`config.mk`:
```
export PLATFORM = sky130hd
export DESIGN_NAME = acs_sequencer
export DESIGN_NICKNAME = d
export VERILOG_FILES = /design/src/verilog/acs_pkg.sv /design/src/verilog/acs_sequencer.sv
export SDC_FILE = /design/constraint.sdc
export NUM_CORES = 1
export LEC_CHECK = 0
export ABC_AREA = 1
export BUFFER_PORTS_ARGS = -buffer_cell sky130_fd_sc_hd__buf_2
export CAP_MARGIN = 20
export CORE_MARGIN = 10
export CORE_UTILIZATION = 54
export CTS_CLUSTER_DIAMETER = 100
export CTS_CLUSTER_SIZE = 28
export DETAILED_ROUTE_END_ITERATION = 8
export PLACE_DENSITY = 0.79
export SYNTH_ARGS = -nofsm -noshare
export SYNTH_HDL_FRONTEND = slang
export SYNTH_SLANG_ARGS = --single-unit
```
`constraint.sdc`:
```
create_clock -name pclk -period 1.9 [get_ports pclk]
set_input_delay 0.19 -clock pclk [delete_from_list [all_inputs] [get_ports pclk]]
set_output_delay 0.19 -clock pclk [all_outputs]
set_load 0.02 [all_outputs]
```
`src/verilog/acs_pkg.sv`:
```
package acs_pkg;

  // ************************************************************
  // Register map and field layout
  // ************************************************************
  localparam int ADDR_W = 5;
  localparam logic [4:0] OFF_CTRL = 5'h00;
  localparam logic [4:0] OFF_RES_HIGH = 5'h04;
  localparam logic [4:0] OFF_RES_LOW = 5'h08;
  localparam logic [4:0] OFF_STATUS = 5'h0C;
  localparam logic [4:0] OFF_MASK = 5'h10;
  localparam int CTRL_W = 6;
  localparam logic [5:0] CTRL_RESET = 6'h00;
  localparam int EVT_W = 2;
  localparam int EVT_DONE_BIT = 0;
  localparam int EVT_ABORT_BIT = 1;
  localparam logic [1:0] EVT_RESET = 2'h0;
  localparam logic [7:0] RESULT_RESET = 8'h00;

  // ************************************************************
  // Timing, all least times rounded up to whole pclk cycles
  // ************************************************************
  localparam int CLK_NS = 40;
  localparam int TAD_SYS_NS = 1000;
  localparam int TAD_RC_NS = 4000;
  localparam int INSTR_NS = 160;
  localparam int CONV_TADS = 11;
  localparam int HOLD_TADS = 2;
  localparam int TAD_SYS_CYC = (TAD_SYS_NS + CLK_NS - 1) / CLK_NS;
  localparam int TAD_RC_CYC = (TAD_RC_NS + CLK_NS - 1) / CLK_NS;
  localparam int INSTR_CYC = (INSTR_NS + CLK_NS - 1) / CLK_NS;

  // ************************************************************
  // Carriers
  // ************************************************************
  typedef struct packed {
    logic [1:0] channel;
    logic rc_clock_select;
    logic result_justify_select;
    logic go;
    logic converter_on;
  } acs_ctrl_t;

  typedef struct packed {
    logic [7:0] high;
    logic [7:0] low;
  } acs_result_t;

  typedef enum logic [1:0] {
    ST_IDLE,
    ST_DELAY,
    ST_CONV,
    ST_HOLD
  } acs_state_t;

endpackage

```
`src/verilog/acs_sequencer.sv`:
```
// Our own choices: the address map and the APB interface to the registers.
`timescale 1ns/1ps
module acs_sequencer (
  input wire logic pclk,
  input wire logic presetn,
  input wire logic psel,
  input wire logic penable,
  input wire logic pwrite,
  input wire logic [acs_pkg::ADDR_W-1:0] paddr,
  input wire logic [31:0] pwdata,
  output logic [31:0] prdata,
  output logic pready,
  output logic pslverr,
  input wire logic sleep_mode,
  input wire logic special_event_trigger,
  input wire logic [9:0] sample_data,
  output logic [1:0] channel_select,
  output logic acquire,
  output logic converter_powered,
  output logic timer1_reset,
  output logic wake_request,
  output logic irq
);
  import acs_pkg::*;

  // ************************************************************
  // Helpers
  // ************************************************************
  localparam int HOLD_MAX = 200;

  // Cycles in one bit period for the selected conversion clock.
  function automatic logic [15:0] tad_cycles(input logic rc);
    tad_cycles = rc ? 16'(TAD_RC_CYC) : 16'(TAD_SYS_CYC);
  endfunction

  // Places the 10-bit sample into the result pair.
  function automatic acs_result_t justify(input logic left,
                                          input logic [9:0] s);
    justify = left ? {s, 6'h00} : {6'h00, s};
  endfunction

  acs_ctrl_t ctrl_q;
  acs_ctrl_t wctrl;
  acs_result_t res_q;
  acs_state_t state_q;
  logic [15:0] cnt_q;
  logic [9:0] samp_meta_q, samp_q;
  logic [EVT_W-1:0] status_q, mask_q;
  logic pdown_q, pready_q, pslverr_q, timer1_reset_q, wake_q;
  logic [31:0] prdata_q;
  logic wr_acc, rd_acc, wr_ctrl, busy;
  logic start_sw, start_trig, start, abort_sw, abort_sleep, abort;
  logic done;

  // ************************************************************
  // Bus decode and control events
  // ************************************************************
  // Access completes on the second access cycle, when pready is high.
  assign wr_acc = psel && penable && pwrite && pready_q;
  assign rd_acc = psel && penable && !pwrite && pready_q;
  assign wr_ctrl = wr_acc && (paddr == OFF_CTRL);
  assign wctrl = acs_ctrl_t'(pwdata[CTRL_W-1:0]);
  assign busy = (state_q == ST_DELAY) || (state_q == ST_CONV);
  // A go set in the same write that turns the converter on is ignored.
  assign start_sw = wr_ctrl && wctrl.go && wctrl.converter_on &&
                    ctrl_q.converter_on && (state_q == ST_IDLE);
  assign start_trig = special_event_trigger && ctrl_q.converter_on &&
                      (state_q == ST_IDLE);
  assign start = start_sw || start_trig;
  assign abort_sw = wr_ctrl && busy &&
                    (!wctrl.go || !wctrl.converter_on);
  assign abort_sleep = sleep_mode && busy &&
                       !ctrl_q.rc_clock_select;
  assign abort = abort_sw || abort_sleep;
  assign done = (state_q == ST_CONV) && (cnt_q == 16'h0000) && !abort;

  // ************************************************************
  // Control register
  // ************************************************************
  // Hardware go updates come last so that they take priority.
  always_ff @(posedge pclk or negedge presetn) begin
    if (!presetn) begin
      ctrl_q <= acs_ctrl_t'(CTRL_RESET);
    end else begin
      if (wr_ctrl) begin
        ctrl_q <= wctrl;
        ctrl_q.go <= start_sw || (ctrl_q.go && wctrl.go &&
                                  wctrl.converter_on);
      end
      if (start_trig) begin
        ctrl_q.go <= 1'b1;
      end
      if (done || abort_sleep) begin
        ctrl_q.go <= 1'b0;
      end
    end
  end

  // ************************************************************
  // Conversion sequencer
  // ************************************************************
  // The whole conversion is counted in pclk cycles, which keeps one
  // counter for delay, conversion and hold-off at the cost of width.
  always_ff @(posedge pclk or negedge presetn) begin
    if (!presetn) begin
      state_q <= ST_IDLE;
      cnt_q <= 16'h0000;
    end else if (!ctrl_q.converter_on) begin
      state_q <= ST_IDLE;
      cnt_q <= 16'h0000;
    end else begin
      unique case (state_q)
        ST_IDLE: begin
          if (start && ctrl_q.rc_clock_select) begin
            state_q <= ST_DELAY;
            cnt_q <= 16'(INSTR_CYC - 1);
          end else if (start) begin
            state_q <= ST_CONV;
            cnt_q <= 16'(16'(CONV_TADS) * tad_cycles(1'b0) - 16'h0001);
          end
        end
        ST_DELAY, ST_CONV: begin
          if (abort) begin
            state_q <= ST_HOLD;
            cnt_q <= 16'(16'(HOLD_TADS) *
                         tad_cycles(ctrl_q.rc_clock_select) - 16'h0001);
          end else if (cnt_q != 16'h0000) begin
            cnt_q <= cnt_q - 16'h0001;
          end else if (state_q == ST_DELAY) begin
            state_q <= ST_CONV;
            cnt_q <= 16'(16'(CONV_TADS) * tad_cycles(1'b1) - 16'h0001);
          end else begin
            state_q <= ST_IDLE;
          end
        end
        ST_HOLD: begin
          if (cnt_q != 16'h0000) begin
            cnt_q <= cnt_q - 16'h0001;
          end else begin
            state_q <= ST_IDLE;
          end
        end
      endcase
    end
  end

  // ************************************************************
  // Sample capture and result registers
  // ************************************************************
  // The analog sample comes from another domain, so it is resynchronised.
  always_ff @(posedge pclk or negedge presetn) begin
    if (!presetn) begin
      samp_meta_q <= 10'h000;
      samp_q <= 10'h000;
    end else begin
      samp_meta_q <= sample_data;
      samp_q <= samp_meta_q;
    end
  end

  // An aborted conversion never reaches this load.
  always_ff @(posedge pclk or negedge presetn) begin
    if (!presetn) begin
      res_q <= {RESULT_RESET, RESULT_RESET};
    end else if (done) begin
      res_q <= justify(ctrl_q.result_justify_select, samp_q);
    end
  end

  // ************************************************************
  // Power, sleep and trigger side effects
  // ************************************************************
  // Power-down leaves converter_on set; a new start powers up again.
  always_ff @(posedge pclk or negedge presetn) begin
    if (!presetn) begin
      pdown_q <= 1'b0;
    end else if (abort_sleep) begin
      pdown_q <= 1'b1;
    end else if (done && sleep_mode && !mask_q[EVT_DONE_BIT]) begin
      pdown_q <= 1'b1;
    end else if (start || !ctrl_q.converter_on) begin
      pdown_q <= 1'b0;
    end
  end

  always_ff @(posedge pclk or negedge presetn) begin
    if (!presetn) begin
      timer1_reset_q <= 1'b0;
      wake_q <= 1'b0;
    end else begin
      timer1_reset_q <= special_event_trigger;
      wake_q <= done && sleep_mode && mask_q[EVT_DONE_BIT];
    end
  end

  // ************************************************************
  // Interrupt status and mask
  // ************************************************************
  // A read clears only the bits it returned; later events survive.
  always_ff @(posedge pclk or negedge presetn) begin
    if (!presetn) begin
      status_q <= EVT_RESET;
      mask_q <= EVT_RESET;
    end else begin
      status_q <= (status_q & ~((rd_acc && paddr == OFF_STATUS) ?
                  prdata_q[EVT_W-1:0] : EVT_RESET)) | {abort, done};
      if (wr_acc && paddr == OFF_MASK) begin
        mask_q <= pwdata[EVT_W-1:0];
      end
    end
  end

  // ************************************************************
  // APB slave, one wait state
  // ************************************************************
  always_ff @(posedge pclk or negedge presetn) begin
    if (!presetn) begin
      pready_q <= 1'b0;
      pslverr_q <= 1'b0;
      prdata_q <= 32'h0000_0000;
    end else begin
      pready_q <= psel && penable && !pready_q;
      if (psel && penable && !pready_q) begin
        pslverr_q <= !(paddr inside {OFF_CTRL, OFF_RES_HIGH, OFF_RES_LOW,
                                     OFF_STATUS, OFF_MASK});
        unique case (paddr)
          OFF_CTRL: prdata_q <= {26'h0, ctrl_q};
          OFF_RES_HIGH: prdata_q <= {24'h0, res_q.high};
          OFF_RES_LOW: prdata_q <= {24'h0, res_q.low};
          OFF_STATUS: prdata_q <= {30'h0, status_q};
          OFF_MASK: prdata_q <= {30'h0, mask_q};
          default: prdata_q <= 32'h0000_0000;
        endcase
      end else begin
        pslverr_q <= 1'b0;
      end
    end
  end

  assign prdata = prdata_q;
  assign pready = pready_q;
  assign pslverr = pslverr_q;
  assign channel_select = ctrl_q.channel;
  assign converter_powered = ctrl_q.converter_on && !pdown_q;
  assign acquire = converter_powered && (state_q == ST_IDLE);
  assign timer1_reset = timer1_reset_q;
  assign wake_request = wake_q;
  assign irq = |(status_q & mask_q);
endmodule // acs_sequencer
```
== After elaboration in Yosys (flattened, before gate mapping) ==
Index checks and enable logic that the tools add are counted.

* Register bits: 101
* Input bits: 54
* Word-level logic and storage cells: 121

* Add/sub/neg operators: 2
* Equal/unequal tests: 12
* Muxes and demuxes: 27
* Bitwise operators: 4
* Reduce and logical (&&, ||, !) cells: 57

{| class="wikitable"
|+ Operator list
! operator !! number
|-
| $mux 16 || 8
|-
| $pmux 16 s3 || 1
|-
| $pmux 8 s5 || 1
|-
| $logic_and 1x1->1 || 29
|-
| $mux 2 || 9
|-
| $logic_not 16->1 || 1
|-
| $reduce_bool 16->1 || 1
|-
| $sub 16x1->16 const B || 1
|-
| $eq 5x4->1 const B || 2
|-
| $logic_not 1->1 || 10
|-
| $sub 8x1->9 const B || 1
|-
| $ne 4x4->1 const B || 2
|-
| $logic_or 1x1->1 || 7
|-
| $mux 7 || 1
|-
| $mux 1 || 6
|-
| $ne 3x3->1 const B || 2
|-
| $pmux 2 s3 || 1
|-
| $reduce_and 3->1 || 2
|-
| $reduce_bool 3->1 || 2
|-
| $eq 5x3->1 const B || 1
|-
| $eq 5x5->1 const B || 1
|-
| $logic_not 5->1 || 1
|-
| $ne 5x5->1 const B || 1
|-
| $reduce_bool 5->1 || 1
|-
| other kinds (7) || 10
|}

== Depth between registers and ports, before layout ==
* Word-level depth: 13
* Depth in mapped cells: 12

== Least setup slack after synthesis ==
Ideal clock, no wire load.

* Path kind: reg2reg
* Start point: reg state_q[0]
* End point: reg cnt_q[14]
* Library setup time: 0.120 ns
* Arrival: 1.639 ns
* Slack: 0.142 ns
* Stages on the path, launching flop included: 13
* Buffers on the path: 1
* Period minus slack after synthesis: 1.758 ns
* Path through: dfrtp_1 -> inv_1 -> ha_1 -> inv_1 -> nor2_1 -> nand3_2 -> nand4_1 -> nand2_2 -> nand2_2 -> nand2_2 -> buf_6 -> nor2_2 -> a21oi_2

* Word-level cells in the longest chain between the ends: 8

{| class="wikitable"
|+ Ends and longest elaborated chain
! what !! line !! source
|-
| from (decl) || acs_sequencer.sv:45 || <nowiki>acs_state_t state_q;</nowiki>
|-
| from (signal assigned) || acs_sequencer.sv:106 || <nowiki>state_q <= ST_IDLE;</nowiki>
|-
| from (signal assigned) || acs_sequencer.sv:109 || <nowiki>state_q <= ST_IDLE;</nowiki>
|-
| from (signal assigned) || acs_sequencer.sv:115 || <nowiki>state_q <= ST_DELAY;</nowiki>
|-
| $eq 2x1->1 / $eq 2x2->1 (equally long branches) || acs_sequencer.sv:63, acs_sequencer.sv:112, acs_sequencer.sv:129 ||
|-
| $logic_or 1x1->1 || acs_sequencer.sv:63 || <nowiki>assign busy = (state_q == ST_DELAY) || (state_q == ST_CONV);</nowiki>
|-
| $logic_and 1x1->1, on equally long branches (2 in series) || acs_sequencer.sv:70, acs_sequencer.sv:72 ||
|-
| $logic_or 1x1->1 || acs_sequencer.sv:74 || <nowiki>assign abort = abort_sw || abort_sleep;</nowiki>
|-
| $mux 16 || acs_sequencer.sv:123 || <nowiki>if (abort) begin</nowiki>
|-
| $pmux 16 s3 || acs_sequencer.sv:112 || <nowiki>unique case (state_q)</nowiki>
|-
| $mux 16 || acs_sequencer.sv:108 || <nowiki>end else if (!ctrl_q.converter_on) begin</nowiki>
|-
| to (signal assigned) || acs_sequencer.sv:116 || <nowiki>cnt_q <= 16'(INSTR_CYC - 1);</nowiki>
|-
| to (signal assigned) || acs_sequencer.sv:125 || <nowiki>cnt_q <= 16'(16'(HOLD_TADS) *</nowiki>
|-
| to (signal assigned) || acs_sequencer.sv:128 || <nowiki>cnt_q <= cnt_q - 16'h0001;</nowiki>
|-
| to (decl) || acs_sequencer.sv:46 || <nowiki>logic [15:0] cnt_q;</nowiki>
|}

Parallel ways exist; a longest one is shown, timed or not.
A chain may end at the register's enable or synchronous reset.

== Worst setup path in the final report ==
* Start point: reg cnt_q[9]
* End point: reg state_q[0]

* Word-level cells in the longest chain between the ends: 3

{| class="wikitable"
|+ Ends and longest elaborated chain
! what !! line !! source
|-
| from (signal assigned) || acs_sequencer.sv:116 ||
|-
| from (signal assigned) || acs_sequencer.sv:119 || <nowiki>cnt_q <= 16'(16'(CONV_TADS) * tad_cycles(1'b0) - 16'h0001);</nowiki>
|-
| from (signal assigned) || acs_sequencer.sv:125 ||
|-
| $reduce_bool 16->1 (*) || acs_sequencer.sv:127, acs_sequencer.sv:137 ||
|-
| $ne 4x4->1 (no source line) / $ne 3x3->1 (equally long branches) || - ||
|-
| $reduce_and 3->1 (no source line) (*) || - ||
|-
| to (signal assigned) || acs_sequencer.sv:130 || <nowiki>state_q <= ST_CONV;</nowiki>
|-
| to (signal assigned) || acs_sequencer.sv:133 || <nowiki>state_q <= ST_IDLE;</nowiki>
|-
| to (signal assigned) || acs_sequencer.sv:140 || <nowiki>state_q <= ST_IDLE;</nowiki>
|}

Mark *: on every way between the ends. The rest lies on a longest branch, timed or not.

==> run summary <==
Final Power = 3.35 mW
GRT Overall Usage = 0.165
Core Box Area = 7290 sq um
DP HPWL = 7030 um
Ant. Diodes = 0
Die X = 107 um
Yosys top cell by area = dfrtp_1
Worst Path Arrival = 2.13 ns
leakage power = 2.63 nW
Yosys reg bits = 77
Initial DRC Count = 226
Placed Instances = 649
Max-cap violations = 0
final setup fails = 0
via count = 3439
Critical Path Fanout Max = 5
Ys Warns = 0
Final Cycle Share = 0.987
clk root buf = clkbuf_8
synth top area cells = dfrtp_1, nand2_1, buf_4, nand3_1, inv_1
Hold WC Path Type = in -> reg
Syn Inst Count = 488
DIE AREA = 11400 sq um
Internal Power = 2.39 mW
sequential area share after synthesis = 0.474
pre-CTS setup slack = -0.0365 ns
DRC violations left = 0
FF-to-FF setup slack = 0.03 ns
setup slack after layout = 0.0254 ns
first-pass GRT wire length = 15600 um
commonest non-fill, non-tap cell in the layout = nand2_1
total gr overflow = 0
PwrDens = 679 nW/um^2
ys async rst share = 1.00
CP delay by family, top = simple AND/OR/NAND/NOR gates
final hold violation count = 0
post-synthesis compound-gate area fraction = 0.108
Clock Sinks = 77
vias in the first global route = 3373
initial antenna violation count = 0
Worst R2R Path Depth = 7
mux share of post-synthesis cell area = 0.00985
Worst-path clk slew = 0.09 ns
Adder-Cell Fraction of Synth Area = 0.0185
NumNets Final = 642
largest net degree at the start of global routing = 45
WS Path Type = reg -> reg
Synth top area share = 0.474
Setup Skew = 0.00909 ns
Post-synth top flop = dfrtp_1
TritonCTS clock tree = built
die height = 107 um
area of the multi-input gates = 1860 sq um
cell area after synthesis = 4060 sq um
post-route ant nets = 0
Switching Share = 0.288
sequential share of power = 0.535
Avg Cell Area, Syn = 8.33 sq um
Initial Util = 0.557
IO Pins = 95
leading cell types in the layout, fill and taps excluded = nand2_1, dfrtp_1, inv_1, buf_2, buf_4
CP startpoint kind = register
hold path depth = 3
CTS Buffer Depth = 2
vias per inst = 5.01
TritonRoute pass-1 iters = 5
number of CTS-inserted buffers = 9
area occupied by registers = 1930 sq um
WL per Instance = 13.8 um
WP buf/inv = 1
Worst path slowest cell = dfrtp_1
WL final = 9500 um
Logic pwr share = 0.123
CP endpoint kind = register
Clock Power Share = 0.342
Syn-to-layout area delta = 21.5%
highest clock rate = 0.533 GHz
global placer's final weighted congestion = 0.897
status = finished, final reports clean
# rows = 31
number of synthesized flops with an enable pin = 0
TNS Setup = 0 ns
total of fill cells in the finished design = 570
Top cell by count, worst path = nand3_1
H-tree Lvls = 3
critical path required time = 2.16 ns
Critical Path Max Stage Delay = 0.44 ns
Pins Over Slew Limit = 0
Max VDD drop = 559 uV
non-filler cells, final = 686
Sw Pwr = 964 uW
IO Port Bufs = 44
Synth Area in Simple Gates = 0.263
largest family of logic cells by synthesized area = simple AND/OR/NAND/NOR gates
crit path cell chain = nor3_1, nand3_1, nor3_4, inv_1, a21oi_1, nand3_1, o21ai_0
synth unique cells = 39
Worst path depth = 7
xor and xnor area share after synthesis = 0.0172
Skew-Pair Late Insertion Delay = 0.35 ns
crit path time final = 1.87 ns
fraction of layout instances using a drive strength above 1 = 0.227
-- layer usage --
layer,vias to the layer above,global-route usage,share of wire,wire length [um]
li1,1733,-,-,-
met1,1572,0.211,0.45,4230
met2,126,0.261,0.45,4310
met3,8,0.0509,0.089,847
met4,0,0.0561,0.012,112
met5,-,0,0,0
-- worst paths after layout --
path | end | from
worst max-delay path | state_q[0]$_DFFE_PN0P_ | cnt_q[9]$_DFFE_PN0P_
worst min-delay path | channel_select[1]$_DFFE_PN0P_ | pwdata[5]
worst max register to register | state_q[0]$_DFFE_PN0P_ | cnt_q[9]$_DFFE_PN0P_
worst min register to register | samp_q[4]$_DFF_PN0_ | samp_meta_q[4]$_DFF_PN0_
max in group asynchronous | ctrl_q[0]$_DFFE_PN0P_ | presetn
min in group asynchronous | res_q[13]$_DFFE_PN0P_ | presetn
-- worst reg2reg max path, stage by stage (launching register included) --
cell and delay, ns:
dfrtp_1 0.44, nor3_1 0.27, nand3_1 0.16, nor3_4 0.28, inv_1 0.10, a21oi_1 0.30, nand3_1 0.13, o21ai_0 0.11
-- power by group through the flow --
stage	Clock [mW]	Combinational, mW	Sequential [mW]
after CTS	1.16	0.392	1.79
after global routing	1.24	0.462	1.81
after global placement	0	0.361	1.82
after detailed placement	0	0.372	1.83
after floorplan	0	0.262	1.82
final	1.15	0.411	1.79
-- flip-flops by register name (all words and copies together), names as in the netlist --
signal / count
cnt_q: 16
res_q: 16
samp_meta_q: 10
samp_q: 10
prdata: 8
ctrl_q: 4
channel_select: 2
mask_q: 2
state_q: 2
status_q: 2
pdown_q: 1
pready: 1
pslverr: 1
timer1_reset: 1
wake_request: 1
-- cell usage after synthesis, types with 2 or more instances --
cell type	instances
xor2_1	7
buf_2	2
inv_1	46
nand3_1	37
nor2_1	34
nand4_1	9
a21oi_1	8
dfrtp_1	77
buf_6	2
nand2_1	132
nand2_2	6
nor3_1	5
ha_1	6
o21ai_1	13
a221oi_1	2
clkbuf_1	2
buf_4	29
a22o_1	6
inv_2	2
a21oi_2	2
o21ai_0	33
mux2i_1	4
nor2_4	2
nor2_2	7
-- what timing repair did --
action / in CTS / in global routing
hold buffers: 12 / 0
setup endpoints to repair: 9 / 34
pin swaps: 0 / 7
hold endpoints to repair: 44 / 0
resized for setup: 2 / 16
gates cloned: 0 / 1
buffers inserted: 0 / 8
-- stage by stage --
| step | hold WS, ns | instance area (sq um) | util |
|---|---|---|---|
| floorplan | -0.106 | 4150 | - |
| global placement | 0.147 | 4490 | 0.616 |
| detailed placement | 0.154 | 4490 | 0.616 |
| CTS | 0.0230 | 4800 | 0.658 |
| global route | 0.0380 | 4940 | 0.677 |
| finish | 0.0253 | 4940 | 0.677 |
-- layout make-up --
type	instances	share of cell area
timing repair buffer	94	0.132
tap	99	0.0251
sequential	77	0.390
multi-input combinational	351	0.377
clock inverter	6	0.0109
clock buffer	10	0.0259
inverter	49	0.0383
-- cells by family (layout without fill, tap and decap cells) --
group / Yosys count / after routing
simple gates: 237 / 238
other cells: 1 / 24
fa+ha+maj: 6 / 6
compound gates: 71 / 71
buf+inv: 84 / 159
xor+xnor: 8 / 8
mux: 4 / 4
flops: 77 / 77
Power figures use the tool's default switching activity.
